$ cat config.mk
export PLATFORM = sky130hd
export DESIGN_NAME = center_terminal_amp_config
export DESIGN_NICKNAME = d
export VERILOG_FILES = /design/src/include/ct_amp_pkg.sv /design/src/rtl/center_terminal_amp_config.sv /design/src/rtl/ct_input_decode.sv
export SDC_FILE = /design/constraint.sdc
export NUM_CORES = 1
export LEC_CHECK = 0
export ABC_AREA = 1
export BUFFER_PORTS_ARGS = -buffer_cell sky130_fd_sc_hd__buf_2
export CAP_MARGIN = 20
export CORE_UTILIZATION = 52
export DETAILED_ROUTE_END_ITERATION = 6
export HOLD_SLACK_MARGIN = 0.15
export PLACE_DENSITY = 0.75
export SYNTH_ARGS = -nofsm -noshare
export SYNTH_HDL_FRONTEND = slang
export SYNTH_SLANG_ARGS = --single-unit
$ cat constraint.sdc
create_clock -name clock -period 1.4 [get_ports clock]
set_input_delay 0 -clock clock [delete_from_list [all_inputs] [get_ports clock]]
set_output_delay 0 -clock clock [all_outputs]
set_load 0.005 [all_outputs]
$ cat src/include/ct_amp_pkg.sv
// package for the center-terminal amplifier B/C configuration block
// assumes a 100 MHz clock and a plain register port with byte-wide data
package ct_amp_pkg;
	localparam int ADDR_W = 5;
	localparam int DATA_W = 8;
	localparam int CHANNELS = 4;
	localparam logic [ADDR_W-1:0] TERMINAL_AMP_B_C_CONTROL_ADDR = 5'h19;
	localparam logic [ADDR_W-1:0] CHAN_MUX_BASE_ADDR = 5'h05;
	localparam logic [ADDR_W-1:0] AMP_A_CONTROL_ADDR = 5'h1C;
	localparam int AMP_C_ON_BIT = 7;
	localparam int AMP_B_ON_BIT = 6;
	localparam int AMP_A_ON_BIT = 3;
	localparam int AMP_B_SEL_MSB = 5;
	localparam int AMP_B_SEL_LSB = 3;
	localparam int AMP_C_SEL_MSB = 2;
	localparam int AMP_C_SEL_LSB = 0;
	localparam int MUX_MSB = 2;
	localparam logic [2:0] AMP_B_SEL_RESET = 3'h2;
	localparam logic [2:0] AMP_C_SEL_RESET = 3'h4;
	localparam logic [DATA_W-1:0] TERMINAL_AMP_B_C_CONTROL_RESET = 8'h14;
	localparam logic [DATA_W-1:0] CHAN_MUX_RESET = 8'h00;
	localparam logic [DATA_W-1:0] AMP_A_CONTROL_RESET = 8'h00;
	localparam logic [2:0] MUX_RETURN_POS = 3'h6;
	localparam logic [2:0] MUX_RETURN_NEG = 3'h7;
	localparam int CLOCK_HZ = 100000000;
	localparam int CHOP_HZ = 8000;
	localparam int CHOP_HALF_CYCLES = CLOCK_HZ / (2 * CHOP_HZ);
	localparam int CHOP_CNT_W = 13;
	localparam logic [CHOP_CNT_W-1:0] CHOP_CNT_LAST = 13'(CHOP_HALF_CYCLES - 1);
endpackage

$ cat src/rtl/center_terminal_amp_config.sv
// configuration registers for averaging-terminal amplifiers B and C,
// channel return-path multiplexing and the input chopping clock
// assumes a one-cycle strobed register port from logic on the same clock
`timescale 1ns/1ps
module center_terminal_amp_config
	import ct_amp_pkg::*;
#(
	parameter int NUM_CHANNELS = CHANNELS
)
(
	input wire logic clock,
	input wire logic rst,
	input wire logic clock_enable,
	input wire logic [ADDR_W-1:0] reg_addr,
	input wire logic [DATA_W-1:0] reg_wdata,
	input wire logic reg_write,
	input wire logic reg_read,
	output logic [DATA_W-1:0] reg_rdata,
	output logic amp_a_power_on,
	output logic amp_b_power_on,
	output logic amp_c_power_on,
	output logic [2:0] amp_b_input_select,
	output logic [2:0] amp_c_input_select,
	output logic [2*CHANNELS-1:0] amp_b_switches,
	output logic [2*CHANNELS-1:0] amp_c_switches,
	output logic [NUM_CHANNELS-1:0] return_to_pos,
	output logic [NUM_CHANNELS-1:0] return_to_neg,
	output logic chop_clock
);
	// ==================================================
	// register storage
	logic [DATA_W-1:0] terminal_amp_b_c_control;
	logic [DATA_W-1:0] amp_a_control;
	logic [DATA_W-1:0] chan_mux [NUM_CHANNELS];

	wire hit_bc;
	wire hit_a;
	wire [NUM_CHANNELS-1:0] hit_mux;
	assign hit_bc = (reg_addr == TERMINAL_AMP_B_C_CONTROL_ADDR);
	assign hit_a = (reg_addr == AMP_A_CONTROL_ADDR);

	always_ff @(posedge clock) begin
		if (rst) begin
			terminal_amp_b_c_control <= TERMINAL_AMP_B_C_CONTROL_RESET;
			amp_a_control <= AMP_A_CONTROL_RESET;
		end else if (clock_enable && reg_write) begin
			if (hit_bc)
				terminal_amp_b_c_control <= reg_wdata;
			if (hit_a)
				amp_a_control <= reg_wdata;
		end
	end

	genvar g;
	generate
		for (g = 0; g < NUM_CHANNELS; g++) begin : gen_mux
			assign hit_mux[g] = (reg_addr == CHAN_MUX_BASE_ADDR + ADDR_W'(g));
			always_ff @(posedge clock) begin
				if (rst)
					chan_mux[g] <= CHAN_MUX_RESET;
				else if (clock_enable && reg_write && hit_mux[g])
					chan_mux[g] <= reg_wdata;
			end
			always_ff @(posedge clock) begin
				if (rst) begin
					return_to_pos[g] <= 1'b0;
					return_to_neg[g] <= 1'b0;
				end else if (clock_enable) begin
					return_to_pos[g] <= (chan_mux[g][MUX_MSB:0] == MUX_RETURN_POS);
					return_to_neg[g] <= (chan_mux[g][MUX_MSB:0] == MUX_RETURN_NEG);
				end
			end
		end
	endgenerate

	// ==================================================
	// read path
	logic [DATA_W-1:0] mux_rd;
	always_comb begin
		mux_rd = '0;
		for (int i = 0; i < NUM_CHANNELS; i++)
			if (hit_mux[i])
				mux_rd = chan_mux[i];
	end

	wire [DATA_W-1:0] next_rdata;
	assign next_rdata = !reg_read ? '0 :
		hit_bc ? terminal_amp_b_c_control :
		hit_a ? amp_a_control : mux_rd;

	always_ff @(posedge clock) begin
		if (rst)
			reg_rdata <= '0;
		else if (clock_enable)
			reg_rdata <= next_rdata;
	end

	// ==================================================
	// control outputs
	wire next_b_on;
	wire next_c_on;
	wire next_a_on;
	assign next_c_on = terminal_amp_b_c_control[AMP_C_ON_BIT];
	assign next_b_on = terminal_amp_b_c_control[AMP_B_ON_BIT];
	assign next_a_on = amp_a_control[AMP_A_ON_BIT];

	always_ff @(posedge clock) begin
		if (rst) begin
			amp_a_power_on <= 1'b0;
			amp_b_power_on <= 1'b0;
			amp_c_power_on <= 1'b0;
			amp_b_input_select <= AMP_B_SEL_RESET;
			amp_c_input_select <= AMP_C_SEL_RESET;
		end else if (clock_enable) begin
			amp_a_power_on <= next_a_on;
			amp_b_power_on <= next_b_on;
			amp_c_power_on <= next_c_on;
			amp_b_input_select <= terminal_amp_b_c_control[AMP_B_SEL_MSB:AMP_B_SEL_LSB];
			amp_c_input_select <= terminal_amp_b_c_control[AMP_C_SEL_MSB:AMP_C_SEL_LSB];
		end
	end

	ct_input_decode u_dec_b (
		.clock(clock),
		.rst(rst),
		.enable(clock_enable),
		.power_on(next_b_on),
		.select(terminal_amp_b_c_control[AMP_B_SEL_MSB:AMP_B_SEL_LSB]),
		.switches(amp_b_switches)
	);

	ct_input_decode u_dec_c (
		.clock(clock),
		.rst(rst),
		.enable(clock_enable),
		.power_on(next_c_on),
		.select(terminal_amp_b_c_control[AMP_C_SEL_MSB:AMP_C_SEL_LSB]),
		.switches(amp_c_switches)
	);

	// ==================================================
	// 8 kHz chopper, held low while all amplifiers are off
	logic [CHOP_CNT_W-1:0] chop_cnt;
	wire any_on;
	assign any_on = next_a_on | next_b_on | next_c_on;

	always_ff @(posedge clock) begin
		if (rst) begin
			chop_cnt <= '0;
			chop_clock <= 1'b0;
		end else if (clock_enable) begin
			if (!any_on) begin
				chop_cnt <= '0;
				chop_clock <= 1'b0;
			end else if (chop_cnt == CHOP_CNT_LAST) begin
				chop_cnt <= '0;
				chop_clock <= ~chop_clock;
			end else begin
				chop_cnt <= chop_cnt + 1'b1;
			end
		end
	end

	// ==================================================
	// checks
	chk_write_to_read: assert property (@(posedge clock) disable iff (rst)
		clock_enable && reg_write && hit_bc ##1 clock_enable && reg_read && hit_bc
		##1 clock_enable |-> reg_rdata == $past(reg_wdata, 2))
		else $error("register readback differs from write");
	chk_power_follow: assert property (@(posedge clock) disable iff (rst)
		clock_enable && reg_write && hit_bc ##1 clock_enable ##1 clock_enable
		|-> amp_c_power_on == $past(reg_wdata[AMP_C_ON_BIT], 2)
		&& amp_b_power_on == $past(reg_wdata[AMP_B_ON_BIT], 2))
		else $error("power bits not applied");
	chk_b_select: assert property (@(posedge clock) disable iff (rst)
		clock_enable && reg_write && hit_bc ##1 clock_enable ##1 clock_enable
		|-> amp_b_input_select == $past(reg_wdata[5:3], 2))
		else $error("amplifier b selector wrong");
	chk_c_select: assert property (@(posedge clock) disable iff (rst)
		clock_enable && reg_write && hit_bc ##1 clock_enable ##1 clock_enable
		|-> amp_c_input_select == $past(reg_wdata[2:0], 2))
		else $error("amplifier c selector wrong");
	chk_b_onehot: assert property (@(posedge clock) disable iff (rst)
		amp_b_power_on |-> amp_b_switches == (8'h01 << amp_b_input_select))
		else $error("amplifier b switch decode wrong");
	chk_c_off: assert property (@(posedge clock) disable iff (rst)
		!amp_c_power_on |-> amp_c_switches == 8'h00)
		else $error("amplifier c switched while off");
	chk_return_excl: assert property (@(posedge clock) disable iff (rst)
		(return_to_pos & return_to_neg) == '0)
		else $error("return routed to both sides");
	chk_chop_idle: assert property (@(posedge clock) disable iff (rst)
		clock_enable && !any_on ##1 clock_enable |-> !chop_clock && chop_cnt == '0)
		else $error("chopper running while amplifiers off");
	chk_read_reset: assert property (@(posedge clock)
		rst ##1 !rst ##1 !rst ##1 !rst && clock_enable && reg_read && hit_bc ##1 !rst
		|-> reg_rdata == TERMINAL_AMP_B_C_CONTROL_RESET)
		else $error("reset value of register wrong");

	// ==================================================
	// register port and output tracking checks
	chk_c_onehot: assert property (@(posedge clock) disable iff (rst)
		amp_c_power_on |-> amp_c_switches == (8'h01 << amp_c_input_select))
		else $error("amplifier c switch decode wrong");

	chk_b_off: assert property (@(posedge clock) disable iff (rst)
		!amp_b_power_on |-> amp_b_switches == 8'h00)
		else $error("amplifier b switched while off");

	chk_rdata_idle: assert property (@(posedge clock) disable iff (rst)
		clock_enable && !reg_read |=> reg_rdata == '0)
		else $error("read data not cleared");

	chk_read_bc: assert property (@(posedge clock) disable iff (rst)
		clock_enable && reg_read && hit_bc |=> reg_rdata == $past(terminal_amp_b_c_control))
		else $error("b c register read wrong");

	chk_read_a: assert property (@(posedge clock) disable iff (rst)
		clock_enable && reg_read && hit_a |=> reg_rdata == $past(amp_a_control))
		else $error("amplifier a register read wrong");

	chk_read_mux0: assert property (@(posedge clock) disable iff (rst)
		clock_enable && reg_read && hit_mux[0] |=> reg_rdata == $past(chan_mux[0]))
		else $error("channel mux read wrong");

	chk_read_unmapped: assert property (@(posedge clock) disable iff (rst)
		clock_enable && reg_read && !hit_bc && !hit_a && hit_mux == '0 |=> reg_rdata == '0)
		else $error("unmapped read not zero");

	chk_write_reg: assert property (@(posedge clock) disable iff (rst)
		clock_enable && reg_write && hit_bc |=> terminal_amp_b_c_control == $past(reg_wdata))
		else $error("b c register write lost");

	chk_no_write: assert property (@(posedge clock) disable iff (rst)
		!(clock_enable && reg_write && hit_bc) |=> $stable(terminal_amp_b_c_control))
		else $error("b c register changed without write");

	chk_a_write: assert property (@(posedge clock) disable iff (rst)
		clock_enable && reg_write && hit_a |=> amp_a_control == $past(reg_wdata))
		else $error("amplifier a register write lost");

	chk_mux0_write: assert property (@(posedge clock) disable iff (rst)
		clock_enable && reg_write && hit_mux[0] |=> chan_mux[0] == $past(reg_wdata))
		else $error("channel 1 mux write lost");

	chk_mux3_write: assert property (@(posedge clock) disable iff (rst)
		clock_enable && reg_write && hit_mux[3] |=> chan_mux[3] == $past(reg_wdata))
		else $error("channel 4 mux write lost");

	chk_freeze_out: assert property (@(posedge clock) disable iff (rst)
		!clock_enable |=> $stable(amp_b_power_on) && $stable(amp_c_power_on)
		&& $stable(chop_clock) && $stable(reg_rdata))
		else $error("outputs moved while frozen");

	chk_a_power: assert property (@(posedge clock) disable iff (rst)
		clock_enable |=> amp_a_power_on == $past(amp_a_control[AMP_A_ON_BIT]))
		else $error("amplifier a power not applied");

	chk_b_power_reg: assert property (@(posedge clock) disable iff (rst)
		clock_enable |=> amp_b_power_on == $past(terminal_amp_b_c_control[AMP_B_ON_BIT]))
		else $error("amplifier b power not tracking");

	chk_c_power_reg: assert property (@(posedge clock) disable iff (rst)
		clock_enable |=> amp_c_power_on == $past(terminal_amp_b_c_control[AMP_C_ON_BIT]))
		else $error("amplifier c power not tracking");

	chk_b_sel_reg: assert property (@(posedge clock) disable iff (rst)
		clock_enable |=> amp_b_input_select == $past(terminal_amp_b_c_control[5:3]))
		else $error("amplifier b selector not tracking");

	chk_c_sel_reg: assert property (@(posedge clock) disable iff (rst)
		clock_enable |=> amp_c_input_select == $past(terminal_amp_b_c_control[2:0]))
		else $error("amplifier c selector not tracking");

	chk_return_pos0: assert property (@(posedge clock) disable iff (rst)
		clock_enable |=> return_to_pos[0] == ($past(chan_mux[0][2:0]) == 3'h6))
		else $error("channel 1 positive return wrong");

	chk_return_neg0: assert property (@(posedge clock) disable iff (rst)
		clock_enable |=> return_to_neg[0] == ($past(chan_mux[0][2:0]) == 3'h7))
		else $error("channel 1 negative return wrong");

	chk_return_pos3: assert property (@(posedge clock) disable iff (rst)
		clock_enable |=> return_to_pos[3] == ($past(chan_mux[3][2:0]) == 3'h6))
		else $error("channel 4 positive return wrong");

	chk_chop_range: assert property (@(posedge clock) disable iff (rst)
		chop_cnt <= CHOP_CNT_LAST)
		else $error("chopper counter out of range");

	chk_chop_toggle: assert property (@(posedge clock) disable iff (rst)
		clock_enable && any_on && chop_cnt == CHOP_CNT_LAST |=> chop_clock != $past(chop_clock))
		else $error("chopper missed its toggle");

	chk_chop_hold: assert property (@(posedge clock) disable iff (rst)
		clock_enable && any_on && chop_cnt != CHOP_CNT_LAST |=> $stable(chop_clock))
		else $error("chopper toggled early");
endmodule

$ cat src/rtl/ct_input_decode.sv
// one-hot decoder of a 3-bit electrode selector onto eight switch controls
// assumes synchronous logic on the common clock
`timescale 1ns/1ps
module ct_input_decode
	import ct_amp_pkg::*;
(
	input wire logic clock,
	input wire logic rst,
	input wire logic enable,
	input wire logic power_on,
	input wire logic [2:0] select,
	output logic [2*CHANNELS-1:0] switches
);
	wire [2*CHANNELS-1:0] next_switches;
	// bit 2k: channel k+1 positive side, bit 2k+1: negative side
	assign next_switches = power_on ? (8'h01 << select) : 8'h00;

	always_ff @(posedge clock) begin
		if (rst)
			switches <= '0;
		else if (enable)
			switches <= next_switches;
	end
endmodule

## After elaboration in Yosys (flattened, before gate mapping)

Memory sizes are Yosys's and may differ from the RTL's.
Cells that the tools add are included.
Widths: inputs -> output; s select.

| storage, ports and cells | value |
|---|---|
| memory bits (writable) | 32 |
| register bits after elaboration | 71 |
| input bits | 18 |
| output and inout bits | 42 |
| memories kept | 1 |

| cells by class | value |
|---|---|
| equality and inequality tests | 16 |
| shifts and indexed selects | 2 |
| bitwise logic cells | 7 |
| reduce and logical (&&, ||, !) cells | 8 |
| multiplexer cells | 31 |
| add/subtract/negate cells | 1 |

Memory list:

| name | depth | width | rd ports | clocked after memory_dff | write ports | RTL line | RTL |
|---|---|---|---|---|---|---|---|
| chan_mux | 4 | 8 | 4 | 0 | 4 | center_terminal_amp_config.sv:34 | `logic [DATA_W-1:0] chan_mux [NUM_CHANNELS];` |

Operator list:

| cell | number |
|---|---|
| $mux 8 | 13 |
| $mux 13 | 2 |
| $eq 3x3->1 const B | 8 |
| $mux 1 | 16 |
| $shl 1x3->8 const A | 2 |
| $eq 5x3->1 const B | 3 |
| $add 13x1->13 const B | 1 |
| $eq 13x13->1 const B | 1 |
| $eq 5x5->1 const B | 2 |
| $or 1x1->1 | 6 |
| $reduce_and 2->1 | 3 |
| $eq 5x4->1 const B | 1 |
| $logic_and 1x1->1 | 5 |
| $ne 2x1->1 const B | 1 |
| $not 1->1 | 1 |

## Depth between registers and ports, before layout

| logic depth | value |
|---|---|
| depth after elaboration | 8 |
| gate-level depth with buffers | 10 |

## By module

From an unflattened synthesis, not the netlist that was laid out.

| unflattened totals | value |
|---|---|
| cell total of the unflattened synthesis | 601 |
| area total of the unflattened synthesis | 4680.7 um2 |

By module, submodules not included:

| module | instances | cells each | sequential area each (um2) | area an instance (um2) |
|---|---|---|---|---|
| center_terminal_amp_config | 1 | 491 | 2062.0 | 3990.1 |
| ct_input_decode | 2 | 55 | 160.2 | 345.3 |

## Worst setup path before layout

OpenSTA, ideal clock, no wires.

| path | value |
|---|---|
| kind | register -> register |
| from | register chop_cnt[0] |
| to | register chop_cnt[8] |
| required time | 1279 ps |
| path slack | 69 ps |
| cell stages (with the launch flop) | 10 |
| arrival | 1210 ps |
| path buffers | 1 |
| setup time | 121 ps |
| cell sequence | dfxtp_1 -> ha_1 -> nand2_1 -> nor3_1 -> nand3b_1 -> nand2_1 -> nand2_1 -> nand2_1 -> buf_2 -> nor3_1 |

| between the ends | value |
|---|---|
| cells in the longest elaborated chain, start to end | 3 |
| elaborated cells between the ends (all ways) | 4 |
| those cells by class | add/sub: 1; eq/ne: 1; mux: 2 |

Ends and longest elaborated chain:

| what | RTL line | RTL |
|---|---|---|
| from (decl) | center_terminal_amp_config.sv:143 | `logic [CHOP_CNT_W-1:0] chop_cnt;` |
| from (signal assigned) | center_terminal_amp_config.sv:159 | `chop_cnt <= chop_cnt + 1'b1;` |
| $add 13x1->13 or $eq 13x13->1 (tied branches) | center_terminal_amp_config.sv:159, center_terminal_amp_config.sv:155 |  |
| $mux 13 * | center_terminal_amp_config.sv:155 | `end else if (chop_cnt == CHOP_CNT_LAST) begin` |
| $mux 13 * | center_terminal_amp_config.sv:152 | `if (!any_on) begin` |

Mark *: on every way between the ends. The rest lies on a longest branch, timed or not.
A chain may end at the register's enable or synchronous reset.

## Worst setup path after layout

| path | value |
|---|---|
| from | register chop_cnt[0] |
| to | register chop_cnt[4] |

Same word-level chain as after synthesis.

==> results.json <==
{
  "grt_pass1_vias": 3636,
  "antenna_found_initial": 0,
  "grt_pass1_wl_mm": 17.2,
  "cts_tree": "built",
  "die_x_um": 96.2,
  "hold_class": "input port to register",
  "ys_warn_count": 0,
  "setup_viol": 12,
  "hpwl_mm": 7.88,
  "violations": "negative setup slack",
  "drive_gt1_frac": 0.241,
  "cpMaxStageDelayCell": "dfxtp_4",
  "cts_buffer_depth": 2,
  "area_delta_synth_final_pct": 19.7,
  "cap_violations": 0,
  "slowest_delay_ps": 390,
  "drc": 0,
  "p_leak_nw": 2.36,
  "vdd_ir_drop_max_uv": 641,
  "drt-initial-drc-count": 191,
  "synth_top_area_share": 0.308,
  "track_usage": 0.247,
  "syn-cell-area_um2": 4620,
  "finalWeightedCongestion": 0.866,
  "tightest_slew_ps": 458,
  "skew_ps": 13.4,
  "cts.clk_slew.worst_paths_ps": 110,
  "reg2reg_from": "chop_cnt[0]",
  "ant_nets": 0,
  "crit_arrival_ps": 1740,
  "critPathTopFamily": "simple AND/OR/NAND/NOR gates",
  "dpl.cell_count": 740,
  "holdPathStages": 3,
  "clock_latency_ps": 370,
  "drv_slew": 0,
  "p_per_area_nw_per_um2": 999,
  "drt_wl_total_mm": 11.1,
  "synth_cell_type_count": 34,
  "stdcell_count": 768,
  "start_util": 0.534,
  "reg2reg_setup_slack_ps": -70,
  "synth.area.top_cells": "dfxtp_1, edfxtp_1, nand2_1, nand3_1, nor2_1",
  "synth_cells": 570,
  "yosysSeqAreaShare": 0.516,
  "critical_path_buf_inv_count": 1,
  "fmax_mhz": 678,
  "min_to": "u_dec_c.switches[6]",
  "num_io_pins": 60,
  "finalPower_mw": 5.52,
  "dieHeight_um": 96.2,
  "cp_data_required_time_ps": 1660,
  "fp-row-count": 34,
  "cp-end-kind": "register",
  "ys_seq_elements": 103,
  "hold_start": "rst",
  "start_kind": "register",
  "cts.sinks": 103,
  "status": "complete, but fails checks",
  "htreeDepth": 3,
  "hold_viol": 0,
  "vias": 4120,
  "wl_per_cell_um": 14.5,
  "setup_slack_ps": -74.0,
  "r2r_end": "chop_cnt[4]",
  "port_buffers": 59,
  "cts_buffers": 9,
  "crit_fanout": 5,
  "relSlewSlack": 0.694,
  "dieArea_um2": 9260,
  "rsz0062_at_grt": "yes",
  "grt_start_max_net_pins": 37,
  "synth.avg_cell_area_um2": 8.10,
  "grt-ovfl-total": 0,
  "coreArea_um2": 8640,
  "root_buffer": "clkbuf_8",
  "final_net_count": 675,
  "period_share": 1.05,
  "path_class": "register to register",
  "yosys.area.top_type": "dfxtp_1",
  "path_cells": "ha_4 -> nand2_2 -> nor3_2 -> nand3b_1 -> nand2_2 -> nand2_4 -> nand2_4 -> buf_6 -> nor3_1",
  "via_per_inst": 5.36,
  "period_minus_slack_ps": 1470,
  "r2r_cells": 9,
  "dr.pass1.iters": 5,
  "diodes": 0,
  "synth_nets": 590
}
-- tightest hold or removal path, stage by stage --
cell and delay, ps:
buf_2 110, buf_4 260, nor2_1 130
-- where the power goes --
part           internal, mW  total (mW)  switching (mW)
sequential             3.14        3.18          0.0395
combinational         0.158       0.441           0.282
clock                 0.830        1.89            1.06
-- logic make-up after synthesis --
logic type | share of synthesized area
fa+ha+maj | 0.00542
compound gates | 0.112
flops | 0.516
buf+inv | 0.0781
simple gates | 0.279
xor+xnor | 0.00949
-- registers in the layout, indices dropped and copies added (netlist names) --
register and count:
amp_a_power_on 1, terminal_amp_b_c_control 8, chan_mux 32, reg_rdata 8
amp_b_power_on 1, return_to_pos 4, u_dec_c.switches 8, u_dec_b.switches 8
amp_a_control 8, chop_cnt 13, amp_c_input_select 3, chop_clock 1
amp_c_power_on 1, amp_b_input_select 3, return_to_neg 4
-- through the flow --
stage | hold slack, ps | utilization | TNS (ps) | worst slack [ps] | instance area [µm²]
floorplan | 130 | - | 0 | 68.9 | 4620
global placement | 272 | 0.594 | -84.6 | -17.5 | 5130
detailed placement | 272 | 0.594 | -1150 | -83.9 | 5130
CTS | 150 | 0.632 | 0 | 7.55 | 5460
global route | 171 | 0.640 | -1280 | -112 | 5520
finish | 161 | 0.640 | -750 | -74.0 | 5520
-- placed cells by master (no fill, tap or decap), drive strengths merged --
master and instances:
edfxtp 32, xor2 5, or2 8, o21ai 20, o21bai 1, nand2 116
a21oi 51, ha 2, clkbuf 11, nand3b 3, dlygate4sd3 9, nand3 55
nand4 3, nor3 14, dfxtp 71, buf 87, o211ai 4, a32oi 4
nor3b 1, a22oi 8, nor2 82, clkinv 3, inv 70
-- synthesized netlist by cell type, drive strengths merged --
| library cell | instances |
|---|---|
| xor2 | 5 |
| a21oi | 51 |
| or2 | 8 |
| dfxtp | 71 |
| a22oi | 8 |
| nand2 | 116 |
| o211ai | 4 |
| buf | 10 |
| edfxtp | 32 |
| nand3 | 55 |
| nor3 | 14 |
| a32oi | 4 |
| clkinv | 1 |
| nor3b | 1 |
| nand3b | 3 |
| nor2 | 82 |
| o21ai | 20 |
| ha | 2 |
| inv | 67 |
| o21bai | 1 |
| clkbuf | 12 |
| nand4 | 3 |
-- layer usage --
metal | wire [µm] | global-route usage | up-vias
met5 | 0 | 0 | -
met4 | 212 | 0.0871 | 0
met3 | 546 | 0.0466 | 16
met2 | 5410 | 0.405 | 111
met1 | 4970 | 0.325 | 1956
li1 | - | - | 2037
-- final cells by class --
cell class                 instances  area [µm²]
sequential                       103        2390
clock buffer                      11         163
clock inverter                     5        43.8
inverter                          68         255
timing repair buffer              96         607
multi-input combinational        377        1930
fill                             737        3110
tap                              108         135
-- worst max-delay path by stage --
stage                      startpoint     endpoint  slack (ps)  cells past startpoint
after floorplan           chop_cnt[0]  chop_cnt[8]          70                      9
after global placement    chop_cnt[0]  chop_cnt[8]         -20                      7
after detailed placement  chop_cnt[0]  chop_cnt[8]         -80                      7
after CTS                 chop_cnt[1]  chop_cnt[2]           8                     10
after global routing      chop_cnt[0]  chop_cnt[4]        -110                      9
final                     chop_cnt[0]  chop_cnt[4]         -70                      9
-- repair_timing --
action                                  CTS  global route
pin swaps                                 0             4
resized for setup                         7            16
hold endpoints to repair                 52             0
hold buffers                              9             0
gates cloned                              1             0
buffers inserted                          1             1
endpoints found under the setup margin   12            17
(Power assumes the default switching activity.)
